### config.mk
export PLATFORM = sky130hd
export DESIGN_NAME = cic_core_irq
export DESIGN_NICKNAME = d
export VERILOG_FILES = /design/src/rtl/cic_pkg.sv /design/src/rtl/cic_pin_sync.sv /design/src/rtl/cic_shadow.sv /design/src/rtl/cic_core_irq.sv
export SDC_FILE = /design/constraint.sdc
export NUM_CORES = 1
export LEC_CHECK = 0
export CAP_MARGIN = 20
export CORE_MARGIN = 5
export CORE_UTILIZATION = 60
export CTS_BUF_LIST = sky130_fd_sc_hd__clkbuf_2 sky130_fd_sc_hd__clkbuf_4 sky130_fd_sc_hd__clkbuf_8
export CTS_CLUSTER_SIZE = 40
export DETAILED_ROUTE_END_ITERATION = 7
export DONT_BUFFER_PORTS = 1
export HOLD_SLACK_MARGIN = 0.12
export MAX_ROUTING_LAYER = met4
export PLACE_DENSITY = 0.86
export SLEW_MARGIN = 5
export SYNTH_ARGS = -nofsm -noshare
export SYNTH_HDL_FRONTEND = slang
export SYNTH_HIERARCHICAL = 1
export SYNTH_SLANG_ARGS = --single-unit
### constraint.sdc
create_clock -name clock -period 4.5 [get_ports clock]
set_input_delay 0.9 -clock clock [delete_from_list [all_inputs] [get_ports clock]]
set_output_delay 0.9 -clock clock [all_outputs]
set_load 0.02 [all_outputs]
### src/rtl/cic_pkg.sv
// Purpose: Shared constants and types of the core interrupt control block
// Assumes: Eight-bit core, one register port with byte-wide data
// Notes:   Offsets are word indices on the plain register port
package cic_pkg;

    // ------------------------------------------------------------
    // Register offsets
    // ------------------------------------------------------------
    localparam logic [7:0] OFF_IRQ_CONTROL   = 8'h0b;
    localparam logic [7:0] OFF_OPTION        = 8'h95;
    localparam logic [7:0] OFF_PERIPH_EN_A   = 8'h91;
    localparam logic [7:0] OFF_PERIPH_EN_B   = 8'h92;
    localparam logic [7:0] OFF_PERIPH_REQ_A  = 8'h11;
    localparam logic [7:0] OFF_PERIPH_REQ_B  = 8'h12;
    localparam logic [7:0] OFF_SHADOW_BASE   = 8'he4;
    localparam logic [7:0] OFF_SHADOW_LAST   = 8'heb;

    // ------------------------------------------------------------
    // Field positions
    // ------------------------------------------------------------
    localparam int BIT_GLOBAL_EN  = 7;
    localparam int BIT_GROUP_EN   = 6;
    localparam int BIT_TMR_EN     = 5;
    localparam int BIT_PIN_EN     = 4;
    localparam int BIT_IOC_EN     = 3;
    localparam int BIT_TMR_FLAG   = 2;
    localparam int BIT_PIN_FLAG   = 1;
    localparam int BIT_IOC_FLAG   = 0;
    localparam int BIT_EDGE_SEL   = 6;
    localparam int BIT_TIMEOUT    = 4;
    localparam int BIT_POWERDOWN  = 3;

    // ------------------------------------------------------------
    // Reset values, masks and vector
    // ------------------------------------------------------------
    localparam logic [7:0]  RST_IRQ_CONTROL  = 8'h00;
    localparam logic [7:0]  RST_OPTION       = 8'hff;
    localparam logic [7:0]  RST_PERIPH       = 8'h00;
    localparam logic [7:0]  MASK_PERIPH_A    = 8'h48;
    localparam logic [7:0]  MASK_PERIPH_B    = 8'h08;
    localparam logic [7:0]  MASK_STATUS_SAVE = 8'h07;
    localparam logic [14:0] IRQ_VECTOR       = 15'h0004;
    localparam logic [1:0]  Q_PHASES         = 2'h3;
    localparam int          SHADOW_WORDS     = 8;

    // ------------------------------------------------------------
    // Types
    // ------------------------------------------------------------
    typedef struct packed {
        logic [7:0] wreg;
        logic [7:0] status;
        logic [7:0] bank_select_reg;
        logic [7:0] pc_high_latch;
        logic [7:0] fsr0l;
        logic [7:0] fsr0h;
        logic [7:0] fsr1l;
        logic [7:0] fsr1h;
    } cic_ctx_t;

    typedef struct packed {
        logic [7:0] addr;
        logic [7:0] wdata;
        logic       wr;
        logic       rd;
    } cic_bus_t;

    typedef enum logic [1:0] {
        SEQ_RUN    = 2'b00,
        SEQ_FLUSH  = 2'b01,
        SEQ_VECTOR = 2'b10,
        SEQ_WAKE   = 2'b11
    } cic_seq_t;

endpackage

### src/rtl/cic_pin_sync.sv
// Purpose: Three-stage synchroniser and edge detector for the external pin
// Assumes: Pin is asynchronous to clock
// Notes:   Edge counts once stages two and three agree
`timescale 1ns/10ps
module cic_pin_sync
    import cic_pkg::*;
(
    // Clock and reset
    input  wire logic clock,
    input  wire logic srst,
    // Pin and edge choice
    input  wire logic pin_in,
    input  wire logic rising_sel,
    // Result
    output logic      edge_seen
);

    logic [2:0] sync_q;
    logic [2:0] sync_d;
    logic       level_q;
    logic       level_d;
    logic       edge_d;
    logic       edge_q;

    always_comb
    begin
        sync_d  = {sync_q[1:0], pin_in};
        level_d = level_q;
        edge_d  = 1'b0;
        if (sync_q[1] == sync_q[2])
        begin
            level_d = sync_q[2];
            if (sync_q[2] != level_q)
            begin
                edge_d = rising_sel ? sync_q[2] : ~sync_q[2];
            end
        end
    end

    always_ff @(posedge clock)
    begin
        if (srst)
        begin
            sync_q  <= 3'h0;
            level_q <= 1'b0;
            edge_q  <= 1'b0;
        end
        else
        begin
            sync_q  <= sync_d;
            level_q <= level_d;
            edge_q  <= edge_d;
        end
    end

    assign edge_seen = edge_q;

endmodule

### src/rtl/cic_shadow.sv
// Purpose: Shadow copies of the core context, saved on entry, restored on return
// Assumes: Software reaches the copies through the register port
// Notes:   A save overrides a software write in the same cycle
`timescale 1ns/10ps
module cic_shadow
    import cic_pkg::*;
#(
    parameter int WORDS = SHADOW_WORDS
)
(
    // Clock and reset
    input  wire logic       clock,
    input  wire logic       srst,
    // Save from the core
    input  wire logic       save,
    input  wire cic_ctx_t   live_ctx,
    // Software access
    input  wire logic       sw_wr,
    input  wire logic [2:0] sw_idx,
    input  wire logic [7:0] sw_wdata,
    // Stored copy
    output cic_ctx_t        shadow_ctx
);

    if (WORDS != SHADOW_WORDS)
    begin
        $error("cic_shadow holds exactly eight words");
    end

    logic [7:0] mem_q [WORDS];
    logic [7:0] mem_d [WORDS];

    always_comb
    begin
        for (int i = 0; i < WORDS; i++)
        begin
            mem_d[i] = mem_q[i];
        end
        if (sw_wr)
        begin
            mem_d[sw_idx] = sw_wdata;
        end
        if (save)
        begin
            mem_d[0] = live_ctx.wreg;
            mem_d[1] = (live_ctx.status & MASK_STATUS_SAVE) | (mem_q[1] & ~MASK_STATUS_SAVE);
            mem_d[2] = live_ctx.bank_select_reg;
            mem_d[3] = live_ctx.pc_high_latch;
            mem_d[4] = live_ctx.fsr0l;
            mem_d[5] = live_ctx.fsr0h;
            mem_d[6] = live_ctx.fsr1l;
            mem_d[7] = live_ctx.fsr1h;
        end
    end

    always_ff @(posedge clock)
    begin
        for (int i = 0; i < WORDS; i++)
        begin
            if (srst)
            begin
                mem_q[i] <= 8'h00;
            end
            else
            begin
                mem_q[i] <= mem_d[i];
            end
        end
    end

    assign shadow_ctx = {mem_q[0], mem_q[1] & MASK_STATUS_SAVE, mem_q[2], mem_q[3],
                         mem_q[4], mem_q[5], mem_q[6], mem_q[7]};

endmodule

### src/rtl/cic_core_irq.sv
// Purpose: Interrupt control of a small eight-bit core
// Assumes: Q phases advance on clock; the core obeys flush, push and vector outputs
// Notes:   Peripheral sources pulse their event lines for one clock
`timescale 1ns/10ps
module cic_core_irq
    import cic_pkg::*;
(
    // Clock and reset
    input  wire logic        clock,
    input  wire logic        srst,
    // Register port
    input  wire logic [7:0]  reg_addr,
    input  wire logic [7:0]  reg_wdata,
    input  wire logic        reg_wr,
    input  wire logic        reg_rd,
    output logic [7:0]       reg_rdata,
    // Event sources
    input  wire logic        ext_pin,
    input  wire logic        tmr_event,
    input  wire logic        ioc_pending,
    input  wire logic [7:0]  periph_event_a,
    input  wire logic [7:0]  periph_event_b,
    // Core sequencer
    input  wire logic        instr_return_from_irq_instr,
    input  wire logic        core_sleeping,
    input  wire cic_ctx_t    live_ctx,
    output logic             irq_request,
    output logic             wake_up,
    output logic             flush_prefetch,
    output logic             push_pc,
    output logic             load_vector,
    output logic [14:0]      vector_addr,
    output logic             restore_ctx,
    output cic_ctx_t         restore_data,
    output logic [1:0]       q_phase
);

    // ------------------------------------------------------------
    // State
    // ------------------------------------------------------------
    logic [7:0] ctl_q;
    logic [7:0] ctl_d;
    logic [7:0] opt_q;
    logic [7:0] opt_d;
    logic [7:0] pen_a_q;
    logic [7:0] pen_a_d;
    logic [7:0] pen_b_q;
    logic [7:0] pen_b_d;
    logic [7:0] preq_a_q;
    logic [7:0] preq_a_d;
    logic [7:0] preq_b_q;
    logic [7:0] preq_b_d;
    logic [1:0] q_q;
    logic [1:0] q_d;
    cic_seq_t   seq_q;
    cic_seq_t   seq_d;
    logic       pin_flag_q1_q;
    logic       pin_flag_q1_d;
    logic       pend_q;
    logic       pend_d;
    logic [7:0] rdata_q;
    logic [7:0] rdata_d;
    logic       pin_edge;
    logic       cycle_end;
    logic       sh_wr;
    logic       take;
    cic_ctx_t   shadow_ctx;

    // ------------------------------------------------------------
    // Helpers
    // ------------------------------------------------------------
    function automatic logic [7:0] clear_then_set(input logic [7:0] cur, input logic we,
                                                  input logic [7:0] wd, input logic [7:0] ev,
                                                  input logic [7:0] mask);
        logic [7:0] v;
        v = we ? wd : cur;
        v = (v | ev) & mask;
        return v;
    endfunction

    function automatic logic hit(input logic [7:0] a, input logic [7:0] off);
        return a == off;
    endfunction

    // ------------------------------------------------------------
    // External pin
    // ------------------------------------------------------------
    cic_pin_sync u_pin
    (
        .clock      (clock),
        .srst       (srst),
        .pin_in     (ext_pin),
        .rising_sel (opt_q[BIT_EDGE_SEL]),
        .edge_seen  (pin_edge)
    );

    // ------------------------------------------------------------
    // Shadow copies
    // ------------------------------------------------------------
    assign sh_wr = reg_wr && (reg_addr >= OFF_SHADOW_BASE) && (reg_addr <= OFF_SHADOW_LAST);

    cic_shadow #(.WORDS(SHADOW_WORDS)) u_shadow
    (
        .clock      (clock),
        .srst       (srst),
        .save       (take),
        .live_ctx   (live_ctx),
        .sw_wr      (sh_wr),
        .sw_idx     (reg_addr[2:0] - OFF_SHADOW_BASE[2:0]),
        .sw_wdata   (reg_wdata),
        .shadow_ctx (shadow_ctx)
    );

    // ------------------------------------------------------------
    // Request evaluation
    // ------------------------------------------------------------
    always_comb
    begin
        cycle_end = (q_q == Q_PHASES);
        pend_d = ((ctl_q[BIT_TMR_EN] & ctl_q[BIT_TMR_FLAG])
               | (ctl_q[BIT_PIN_EN] & pin_flag_q1_q & ctl_q[BIT_PIN_FLAG])
               | (ctl_q[BIT_IOC_EN] & ctl_q[BIT_IOC_FLAG])
               | (ctl_q[BIT_GROUP_EN] & (|(pen_a_q & preq_a_q) | |(pen_b_q & preq_b_q))));
        pin_flag_q1_d = (q_q == 2'h0) ? ctl_q[BIT_PIN_FLAG] : pin_flag_q1_q;
        take = cycle_end && (seq_q == SEQ_RUN) && !core_sleeping && pend_q && ctl_q[BIT_GLOBAL_EN];
    end

    // ------------------------------------------------------------
    // Sequencer
    // ------------------------------------------------------------
    always_comb
    begin
        q_d            = q_q + 2'h1;
        seq_d          = seq_q;
        flush_prefetch = 1'b0;
        push_pc        = 1'b0;
        load_vector    = 1'b0;
        wake_up        = core_sleeping && pend_q;
        case (seq_q)
            SEQ_RUN:
            begin
                if (wake_up)
                begin
                    seq_d = SEQ_WAKE;
                end
                else if (take)
                begin
                    flush_prefetch = 1'b1;
                    seq_d          = SEQ_FLUSH;
                end
            end
            SEQ_WAKE:
            begin
                if (cycle_end)
                begin
                    seq_d = SEQ_RUN;
                end
            end
            SEQ_FLUSH:
            begin
                if (cycle_end)
                begin
                    push_pc = 1'b1;
                    seq_d   = SEQ_VECTOR;
                end
            end
            SEQ_VECTOR:
            begin
                if (cycle_end)
                begin
                    load_vector = 1'b1;
                    seq_d       = SEQ_RUN;
                end
            end
            default:
            begin
                seq_d = SEQ_RUN;
            end
        endcase
    end

    // ------------------------------------------------------------
    // Registers and software access
    // ------------------------------------------------------------
    always_comb
    begin
        ctl_d = ctl_q;
        if (reg_wr && hit(reg_addr, OFF_IRQ_CONTROL))
        begin
            ctl_d = {reg_wdata[7:1], ctl_q[BIT_IOC_FLAG]};
        end
        if (instr_return_from_irq_instr)
        begin
            ctl_d[BIT_GLOBAL_EN] = 1'b1;
        end
        if (take)
        begin
            ctl_d[BIT_GLOBAL_EN] = 1'b0;
        end
        ctl_d[BIT_TMR_FLAG] = ctl_d[BIT_TMR_FLAG] | tmr_event;
        ctl_d[BIT_PIN_FLAG] = ctl_d[BIT_PIN_FLAG] | pin_edge;
        ctl_d[BIT_IOC_FLAG] = ioc_pending;
        opt_d    = (reg_wr && hit(reg_addr, OFF_OPTION)) ? reg_wdata : opt_q;
        pen_a_d  = (reg_wr && hit(reg_addr, OFF_PERIPH_EN_A)) ? (reg_wdata & MASK_PERIPH_A) : pen_a_q;
        pen_b_d  = (reg_wr && hit(reg_addr, OFF_PERIPH_EN_B)) ? (reg_wdata & MASK_PERIPH_B) : pen_b_q;
        preq_a_d = clear_then_set(preq_a_q, reg_wr && hit(reg_addr, OFF_PERIPH_REQ_A), reg_wdata,
                                  periph_event_a, MASK_PERIPH_A);
        preq_b_d = clear_then_set(preq_b_q, reg_wr && hit(reg_addr, OFF_PERIPH_REQ_B), reg_wdata,
                                  periph_event_b, MASK_PERIPH_B);
        rdata_d = 8'h00;
        if (reg_rd)
        begin
            case (reg_addr)
                OFF_IRQ_CONTROL:  rdata_d = ctl_q;
                OFF_OPTION:       rdata_d = opt_q;
                OFF_PERIPH_EN_A:  rdata_d = pen_a_q;
                OFF_PERIPH_EN_B:  rdata_d = pen_b_q;
                OFF_PERIPH_REQ_A: rdata_d = preq_a_q;
                OFF_PERIPH_REQ_B: rdata_d = preq_b_q;
                8'he4:            rdata_d = shadow_ctx.wreg;
                8'he5:            rdata_d = shadow_ctx.status;
                8'he6:            rdata_d = shadow_ctx.bank_select_reg;
                8'he7:            rdata_d = shadow_ctx.pc_high_latch;
                8'he8:            rdata_d = shadow_ctx.fsr0l;
                8'he9:            rdata_d = shadow_ctx.fsr0h;
                8'hea:            rdata_d = shadow_ctx.fsr1l;
                8'heb:            rdata_d = shadow_ctx.fsr1h;
                default:          rdata_d = 8'h00;
            endcase
        end
    end

    always_ff @(posedge clock)
    begin
        if (srst)
        begin
            ctl_q         <= RST_IRQ_CONTROL;
            opt_q         <= RST_OPTION;
            pen_a_q       <= RST_PERIPH;
            pen_b_q       <= RST_PERIPH;
            preq_a_q      <= RST_PERIPH;
            preq_b_q      <= RST_PERIPH;
            q_q           <= 2'h0;
            seq_q         <= SEQ_RUN;
            pin_flag_q1_q <= 1'b0;
            pend_q        <= 1'b0;
            rdata_q       <= 8'h00;
        end
        else
        begin
            ctl_q         <= ctl_d;
            opt_q         <= opt_d;
            pen_a_q       <= pen_a_d;
            pen_b_q       <= pen_b_d;
            preq_a_q      <= preq_a_d;
            preq_b_q      <= preq_b_d;
            q_q           <= q_d;
            seq_q         <= seq_d;
            pin_flag_q1_q <= pin_flag_q1_d;
            pend_q        <= pend_d;
            rdata_q       <= rdata_d;
        end
    end

    // ------------------------------------------------------------
    // Outputs
    // ------------------------------------------------------------
    assign reg_rdata    = rdata_q;
    assign irq_request  = pend_q & ctl_q[BIT_GLOBAL_EN];
    assign vector_addr  = IRQ_VECTOR;
    assign restore_ctx  = instr_return_from_irq_instr;
    assign restore_data = shadow_ctx;
    assign q_phase      = q_q;

endmodule

==> run summary, run 1 <==
Initial drt markers: 665
# diodes: 0
Unrepaired setup endpoints after global routing: false
TritonCTS Buffers: 9
Max H-tree Level: 3
Most common cell in the netlist: dfxtp_1
CP endpoint kind: flip-flop
First-pass GRT wire length: 25000 um
Post-Route WL: 16500 um
Pint: 0.00124 W
Post-synth EDFFs: 0
Synth top area share: 37.5%
Via count: 4839
CTS resizes: 0
Core box area: 8680 um^2
Synth Cell Area: 5340 um^2
Critical Path Start Type: primary input
Number of global-route vias before repair: 4406
Crit-path max FO: 12
Pre-CTS setup slack: 1.48 ns
Port bufs: 0
Slew Limit Fails: 0
Post-synth ARST share: 0%
CTS clk-pin slew, worst paths: 0.09 ns
Hold Crit Class: reg2reg
Total gr overflow: 0
Period utilization: 60.7%
Post-layout min period: 2.73 ns
Die height: 104 um
Clock skew: 0.0131 ns
DR vias/cell: 7.12
GPL Wtd Cong: 0.915
Worst slew margin: 32.4%
Total global routing track utilization: 29.2%
Maxcap violations: 0
Drt first pass iters: 5
CTS Hold Bufs: 0
Final hold violation count: 0
Initial Util: 61.5%
Share of cells above drive strength 1: 9.79%
Routed Antenna Nets: 0
Combinational Power Share: 4.9%
Largest net degree at the start of global routing: 93
Share of power burned in the clock network: 39.0%
Initial antenna violation count: 0
Worst setup margin: 1.77 ns
Yosys cell types: 67
Area contributors post-synth: dfxtp_1 (37%), a21oi_1 (5.2%), o221a_2 (4.2%)
Sequential share of power: 56.1%
Synth warn: 6
Setup_tns: 0 ns
Nets: 675
Arrival time at the worst endpoint: 3.04 ns
Row cnt: 34
DP HPWL: 11700 um
Wire per inst: 24.3 um
Maximum VDD drop: 0.182 mV
CP Class: in2reg
Mean Syn Cell Area: 8.77 um^2
Worst path required time: 4.81 ns
Max Freq: 0.366 GHz
Root Buffer: clkbuf_8
Power Density: 300 nW/um^2
Full die area: 10900 um^2
CTS tree: yes
Outcome: complete, no violations
Overall Power: 0.00161 W
Total setup buffers inserted after CTS: 0
Clock sink total: 100
LEAKAGE: 2.01 nW
# DRC: 0
Worst Max-Slew Pin Slew: 1.01 ns
Psw: 0.000366 W
Io pins: 200
FF+latch count, synth: 100
Post-synth top cells: dfxtp_1 (100), a21oi_1 (56), inv_1 (46)
Clk Latency, worst-skew pair: 0.37 ns
Mapped Cells: 609
Final setup violation count: 0
Clock Path Buffers: 2
Post-synthesis sequential area ratio: 37.5%
Die span in x: 104 um
Area leader, netlist: dfxtp_1
Ys flop type: dfxtp_1
Sw Ratio: 22.8%
Syn-to-layout area delta: 0.586%
## routing by layer
metal,wire length (um),global-route usage [%],vias up
li1,-,-,2126
met1,6230,37.7,2304
met2,7740,43.6,358
met3,2000,7.70,51
met4,583,11.9,0
met5,0,-,-
## layout make-up
class	count	area [um^2]
Fill cell	789	3310
Multi-Input combinational cell	409	2830
Sequential cell	100	2000
Inverter	47	176
Tap cell	108	135
Clock buffer	10	131
Clock inverter	5	85.1
Timing Repair Buffer	1	7.51
## cell usage in the layout, fill, tap and decap left out, drive strengths merged, types with 6 or more instances in the layout
master and n:
a211o 7, a211oi 10, a21oi 56, a22oi 15, a311oi 16, a31oi 6, and3 11, clkbuf 10
conb 20, dfxtp 100, inv 48, mux2i 20, nand2 40, nand3 22, nand3b 10, nor2 38
nor2b 13, nor3 14, nor4 6, o21ai 9, o221a 35
## cells by family (layout without fill, tap and decap cells)
family | after synthesis | after routing | share of synthesized area, %
and+or+nand+nor | 187 | 187 | 19.7
AOI/OAI and AO/OA | 173 | 173 | 25.1
buffers and inverters | 117 | 63 | 10.7
DFF | 100 | 100 | 37.5
muxes | 27 | 27 | 6.28
other | 3 | 20 | 0.211
adders and majority gates | 2 | 2 | 0.469
## through the flow
step | utilization (%) | instance area (um^2) | hold slack, ns | std cells
2_1_floorplan | - | 5400 | 0.411 | 626
3_3_place_gp | 59.4 | 5150 | 0.414 | 665
3_5_place_dp | 59.4 | 5150 | 0.430 | 665
4_1_cts | 61.9 | 5370 | 0.448 | 680
5_1_grt | 61.9 | 5370 | 0.467 | 680
6_report | 61.9 | 5370 | 0.448 | 680
## path summary, 6_finish.rpt
kind / endpoint / slack, ns / from / cells past startpoint
max: u_shadow/mem_q[0][20]$_SDFFE_PP0P_ / 1.77 / reg_addr[2] / 6
max reg2reg: u_shadow/mem_q[1][12]$_SDFFE_PP0P_ / 1.79 / q_phase[0]$_SDFF_PP0_ / 7
min: u_pin/sync_q[1]$_SDFF_PP0_ / 0.45 / u_pin/sync_q[0]$_SDFF_PP0_ / 1
min reg2reg: u_pin/sync_q[1]$_SDFF_PP0_ / 0.45 / u_pin/sync_q[0]$_SDFF_PP0_ / 1
## critical path, stage by stage
cell      delay [ns]
nor2b_1         0.46
o21ai_0         0.16
nor2_1          0.53
and4bb_1        0.34
or2_0           0.37
o221a_1         0.27
## flip-flops by register name, indices dropped and copies added (netlist names), 2 cells and up
signal / flops
ctl_q: 8
opt_q: 8
pen_a_q: 2
preq_a_q: 2
q_phase: 2
reg_rdata: 8
seq_q: 2
u_pin/sync_q: 3
u_shadow/mem_q: 59
## power by group through the flow
stage	clock network (W)	registers [W]	logic (W)
after floorplan	0	0.000920	0.000112
after global placement	0	0.000922	0.0000743
after detailed placement	0	0.000923	0.0000768
after CTS	0.000633	0.000902	0.0000770
after global routing	0.000669	0.000904	0.0000862
final	0.000627	0.000903	0.0000791
Note: power is estimated with default switching activity, not from simulation.
==> run 2: changes to the inputs <==
==> constraint.sdc (replaced) <==
create_clock -name clock -period 2.79 [get_ports clock]
set_input_delay 0.558 -clock clock [delete_from_list [all_inputs] [get_ports clock]]
set_output_delay 0.558 -clock clock [all_outputs]
set_load 0.02 [all_outputs]
==> run 2 against run 1 <==
  * Critical path depth unchanged
  * Utilization up 0.69 points
  * Die area is the same
  * Sequential share of layout area fell by 0.41 points
  * Wire length down 0.28%
  * Worst hold slack worse by 0.20 ns
  * Largest power group unchanged
==> run summary, run 2 (synthesis gave the netlist of run 1 again) <==
Outcome: complete, no violations
Period utilization: 91.5%
CTS tree: yes
Post-Layout Cell Count: 690
Total global routing track utilization: 29.7%
Post-layout min period: 2.55 ns
Maximum VDD drop: 0.371 mV
Row cnt: 34
Hold Crit Class: in2reg
Flip-flop count of the largest register after layout: 59
Total setup buffers inserted after CTS: 0
Root Buffer: clkbuf_8
Slew Limit Fails: 0
Max Freq: 0.392 GHz
Reg2reg start: q_phase[0]$_SDFF_PP0_
Arrival time at the worst endpoint: 2.82 ns
Clock skew: 0.0131 ns
Final setup violation count: 0
Clock Path Buffers: 2
Critical Path Start Type: flip-flop
FILL cells: 759
Unrepaired setup endpoints after global routing: false
CTS clk-pin slew, worst paths: 0.10 ns
Routed Antenna Nets: 0
CP endpoint kind: flip-flop
Most frequent cells in the layout: dfxtp_1 (100), a21oi_1 (56), inv_1 (46)
Setup_tns: 0 ns
Port bufs: 0
Power Density: 470 nW/um^2
Clk Latency, worst-skew pair: 0.37 ns
Initial drt markers: 671
Core box area: 8680 um^2
Share of cells above drive strength 1: 11.3%
CP Class: reg2reg
Drt first pass iters: 5
Critical path origin: q_phase[0]$_SDFF_PP0_
CTS Hold Bufs: 0
Syn-to-layout area delta: 1.71%
Overall Power: 0.00255 W
GPL Wtd Cong: 0.918
Worst path required time: 3.06 ns
Most common cell after layout, fill and taps aside: dfxtp_1
CTS resizes: 0
Worst slew margin: 45.9%
# diodes: 0
Number of global-route vias before repair: 4537
Max H-tree Level: 3
Clock sink total: 100
Total gr overflow: 0
Initial Util: 61.5%
DP HPWL: 11900 um
Nets: 684
Final hold violation count: 0
Crit-path max FO: 28
Full die area: 10900 um^2
Initial antenna violation count: 0
First-pass GRT wire length: 25400 um
Io pins: 200
Placed cell count: 674
Die height: 104 um
Min-delay src: srst
Most flops, register: u_shadow/mem_q
Via count: 4869
Worst Max-Slew Pin Slew: 0.807 ns
TritonCTS Buffers: 9
Flop2flop setup slack: 0.24 ns
DR vias/cell: 7.06
Largest net degree at the start of global routing: 93
Die span in x: 104 um
Wire per inst: 23.9 um
Maxcap violations: 0
Post-Route WL: 16500 um
LEAKAGE: 2.05 nW
# DRC: 0
[run 2: cell count changes in the layout (fill, tap and decap cells not counted)]
cell,change
clkinv_4,+1
clkinvlp_4,+1
bufinv_16,-1
buf_4,+9
clkbuf_4,-1
clkbuf_8,+1
[run 2: report_power, final]
group          total, W  switching (W)  internal [W]
Sequential      0.00146      0.0000166       0.00144
Clock          0.000966       0.000521      0.000445
Combinational  0.000130      0.0000787     0.0000513
Total           0.00255       0.000616       0.00194
[run 2: cell type report]
cell class | instances | area [um^2] | share of cell area, %
inverter | 47 | 176 | 3.25
tap | 108 | 135 | 2.49
clock buffer | 10 | 138 | 2.53
sequential | 100 | 2000 | 36.9
timing repair buffer | 10 | 75.1 | 1.38
clock inverter | 6 | 71.3 | 1.31
multi-input combinational | 409 | 2830 | 52.2
[run 2: worst paths after layout]
check,end,cells after the start
min reg2reg,ctl_q[1]$_SDFF_PP0_,2
min,ctl_q[0]$_SDFF_PP0_,1
max,u_shadow/mem_q[1][18]$_SDFFE_PP0P_,6
max reg2reg,u_shadow/mem_q[1][18]$_SDFFE_PP0P_,6
[run 2: critical path, stage by stage (launching register included)]
cell and delay [ns]:
dfxtp_1 0.50, ha_1 0.29, nand3b_1 0.13, nor3_2 0.63, inv_2 0.30, buf_4 0.32
a311oi_1 0.27
[run 2: metrics by stage]
stage                     setup slack (ns)  instance area, um^2  hold WS (ns)  util (%)
after floorplan                      0.563                 5400         0.411         -
after global placement               0.422                 5220         0.413      60.2
after detailed placement             0.309                 5220         0.425      60.2
after CTS                            0.282                 5430         0.241      62.6
after global routing                0.0804                 5430         0.229      62.6
final                                0.238                 5430         0.251      62.6
[run 2: per-layer routing]
metal / track usage (%) / vias up / share of wire, %
li1: - / 2148 / -
met1: 37.6 / 2306 / 38
met2: 45.6 / 361 / 47
met3: 8.13 / 54 / 12
met4: 10.5 / 0 / 3.3
met5: - / - / 0
==> run 3: changes to the inputs <==
--- a/config.mk
+++ b/config.mk
@@ -13,7 +13,6 @@
 export DETAILED_ROUTE_END_ITERATION = 7
 export DONT_BUFFER_PORTS = 1
 export HOLD_SLACK_MARGIN = 0.12
-export MAX_ROUTING_LAYER = met4
 export PLACE_DENSITY = 0.86
 export SLEW_MARGIN = 5
 export SYNTH_ARGS = -nofsm -noshare
==> run 3 against run 2 <==
  * Utilization down 0.16 points
  * Via count rose by 0.53%
  * Register-to-register slack gained 0.04 ns
  * Wire length is 1.9% higher
  * Power is 0.75% lower
  * Worst setup slack better by 0.037 ns
  * Sequential share of layout area is 0.094 points higher
  * Critical endpoint is now u_shadow/mem_q[1][27]$_SDFFE_PP0P_
  * Largest cell class unchanged
  * Largest power group unchanged
==> run summary, run 3 (synthesis gave the netlist of run 1 again) <==
Critical path origin: q_phase[0]$_SDFF_PP0_
CP endpoint kind: flip-flop
Clk Latency, worst-skew pair: 0.37 ns
Initial Util: 61.5%
Post-Route WL: 16800 um
Most frequent cells in the layout: dfxtp_1 (100), a21oi_1 (56), inv_1 (46)
Total setup buffers inserted after CTS: 0
CTS Hold Bufs: 0
Crit-path max FO: 28
Total global routing track utilization: 29.5%
Max H-tree Level: 3
FILL cells: 723
Hold Crit Class: in2reg
Die span in x: 104 um
Worst R2R Path Depth: 6
Post-layout min period: 2.51 ns
Largest net degree at the start of global routing: 93
Worst Max-Slew Pin Slew: 0.763 ns
Met1 Wirelength: 6080 um
Flop2flop setup slack: 0.28 ns
Core box area: 8680 um^2
Power Density: 468 nW/um^2
Clock skew: 0.0106 ns
Most flops, register: u_shadow/mem_q
Finished Core Util: 62.4%
Placed cell count: 674
Worst slew margin: 48.9%
Die height: 104 um
Period utilization: 90.1%
Wire per inst: 24.4 um
Worst path required time: 3.05 ns
CP Class: reg2reg
Nets: 684
First-pass GRT wire length: 25900 um
Via count: 4895
CTS tree: yes
Syn-to-layout area delta: 1.45%
TritonCTS Buffers: 9
Final hold violation count: 0
Clock Path Buffers: 2
Met2 WL: 7940 um
Total gr overflow: 0
Max Freq: 0.398 GHz
Outcome: complete, no violations
Number of global-route vias before repair: 4768
Maximum VDD drop: 0.288 mV
Reg2reg start: q_phase[0]$_SDFF_PP0_
Maxcap violations: 0
LEAKAGE: 2.06 nW
Final setup violation count: 0
Overall Power: 0.00253 W
Sequential Area: 2000 um^2
CTS clk-pin slew, worst paths: 0.10 ns
Unrepaired setup endpoints after global routing: false
CTS resizes: 0
Arrival time at the worst endpoint: 2.78 ns
Critical Path End: u_shadow/mem_q[1][27]$_SDFFE_PP0P_
Flip-flop count of the largest register after layout: 59
Share of cells above drive strength 1: 11.3%
Root Buffer: clkbuf_8
DP HPWL: 12100 um
Drt first pass iters: 5
Top Layer Used: met4
# DRC: 0
Multi-input logic area: 2830 um^2
Min-delay src: srst
Post-Layout Cell Count: 690
RR Endpoint: u_shadow/mem_q[1][27]$_SDFFE_PP0P_
Routed Antenna Nets: 0
Most common cell after layout, fill and taps aside: dfxtp_1
Port bufs: 0
Row cnt: 34
Full die area: 10900 um^2
Wire length on met3: 2120 um
Critical Path Start Type: flip-flop
Initial drt markers: 589
Setup_tns: 0 ns
Slew Limit Fails: 0
Io pins: 200
Initial antenna violation count: 0
GPL Wtd Cong: 0.893
# diodes: 0
DR vias/cell: 7.09
Clock sink total: 100
[run 3: cell count changes in the layout (fill, tap and decap cells not counted), sizes merged]
cell and delta:
clkinvlp -2, inv +2, clkbuf -1, clkinv +1
[run 3: layout make-up]
cell class / instances / share of cell area, %
inverters: 47 / 3.26
flip-flops and latches: 100 / 37.0
clock inverters: 7 / 1.32
clock buffers: 9 / 2.29
multi-input cells: 409 / 52.3
repair buffers: 10 / 1.39
well taps: 108 / 2.49
[run 3: worst min path at each step]
stage | end | slack [ns] | cells after the start
floorplan | ctl_q[1]$_SDFF_PP0_ | 0.41 | 2
global placement | ctl_q[1]$_SDFF_PP0_ | 0.41 | 2
detailed placement | u_pin/sync_q[1]$_SDFF_PP0_ | 0.42 | 1
CTS | u_shadow/mem_q[0][8]$_SDFFE_PP0P_ | 0.24 | 1
global route | u_pin/level_q$_SDFFE_PP0N_ | 0.24 | 1
finish | u_pin/level_q$_SDFFE_PP0N_ | 0.25 | 1
[run 3: routing by layer]
layer,up-vias,global-route usage (%)
met2,372,47.1
met3,62,7.88
met1,2315,37.0
li1,2146,-
met5,-,0
met4,0,13.6
[run 3: per-stage QoR]
stage,hold slack (ns),setup WS [ns],instance area (um^2)
after floorplan,0.411,0.563,5400
after global placement,0.413,0.428,5220
after detailed placement,0.424,0.343,5220
after CTS,0.238,0.304,5420
after global routing,0.241,0.0640,5420
final,0.246,0.275,5420
[run 3: critical path, stage by stage, from the launching register on]
cell	delay, ns
dfxtp_1	0.50
ha_1	0.29
nand3b_1	0.12
nor3_2	0.60
inv_2	0.30
buf_4	0.32
a311oi_1	0.27
[run 3: report_power, final]
group / total, W / internal [W] / switching, W / leakage (nW)
sequential: 0.00146 / 0.00144 / 0.0000168 / 0.809
combinational: 0.000129 / 0.0000511 / 0.0000781 / 1.15
clock: 0.000948 / 0.000420 / 0.000528 / 0.104
total: 0.00253 / 0.00191 / 0.000623 / 2.06
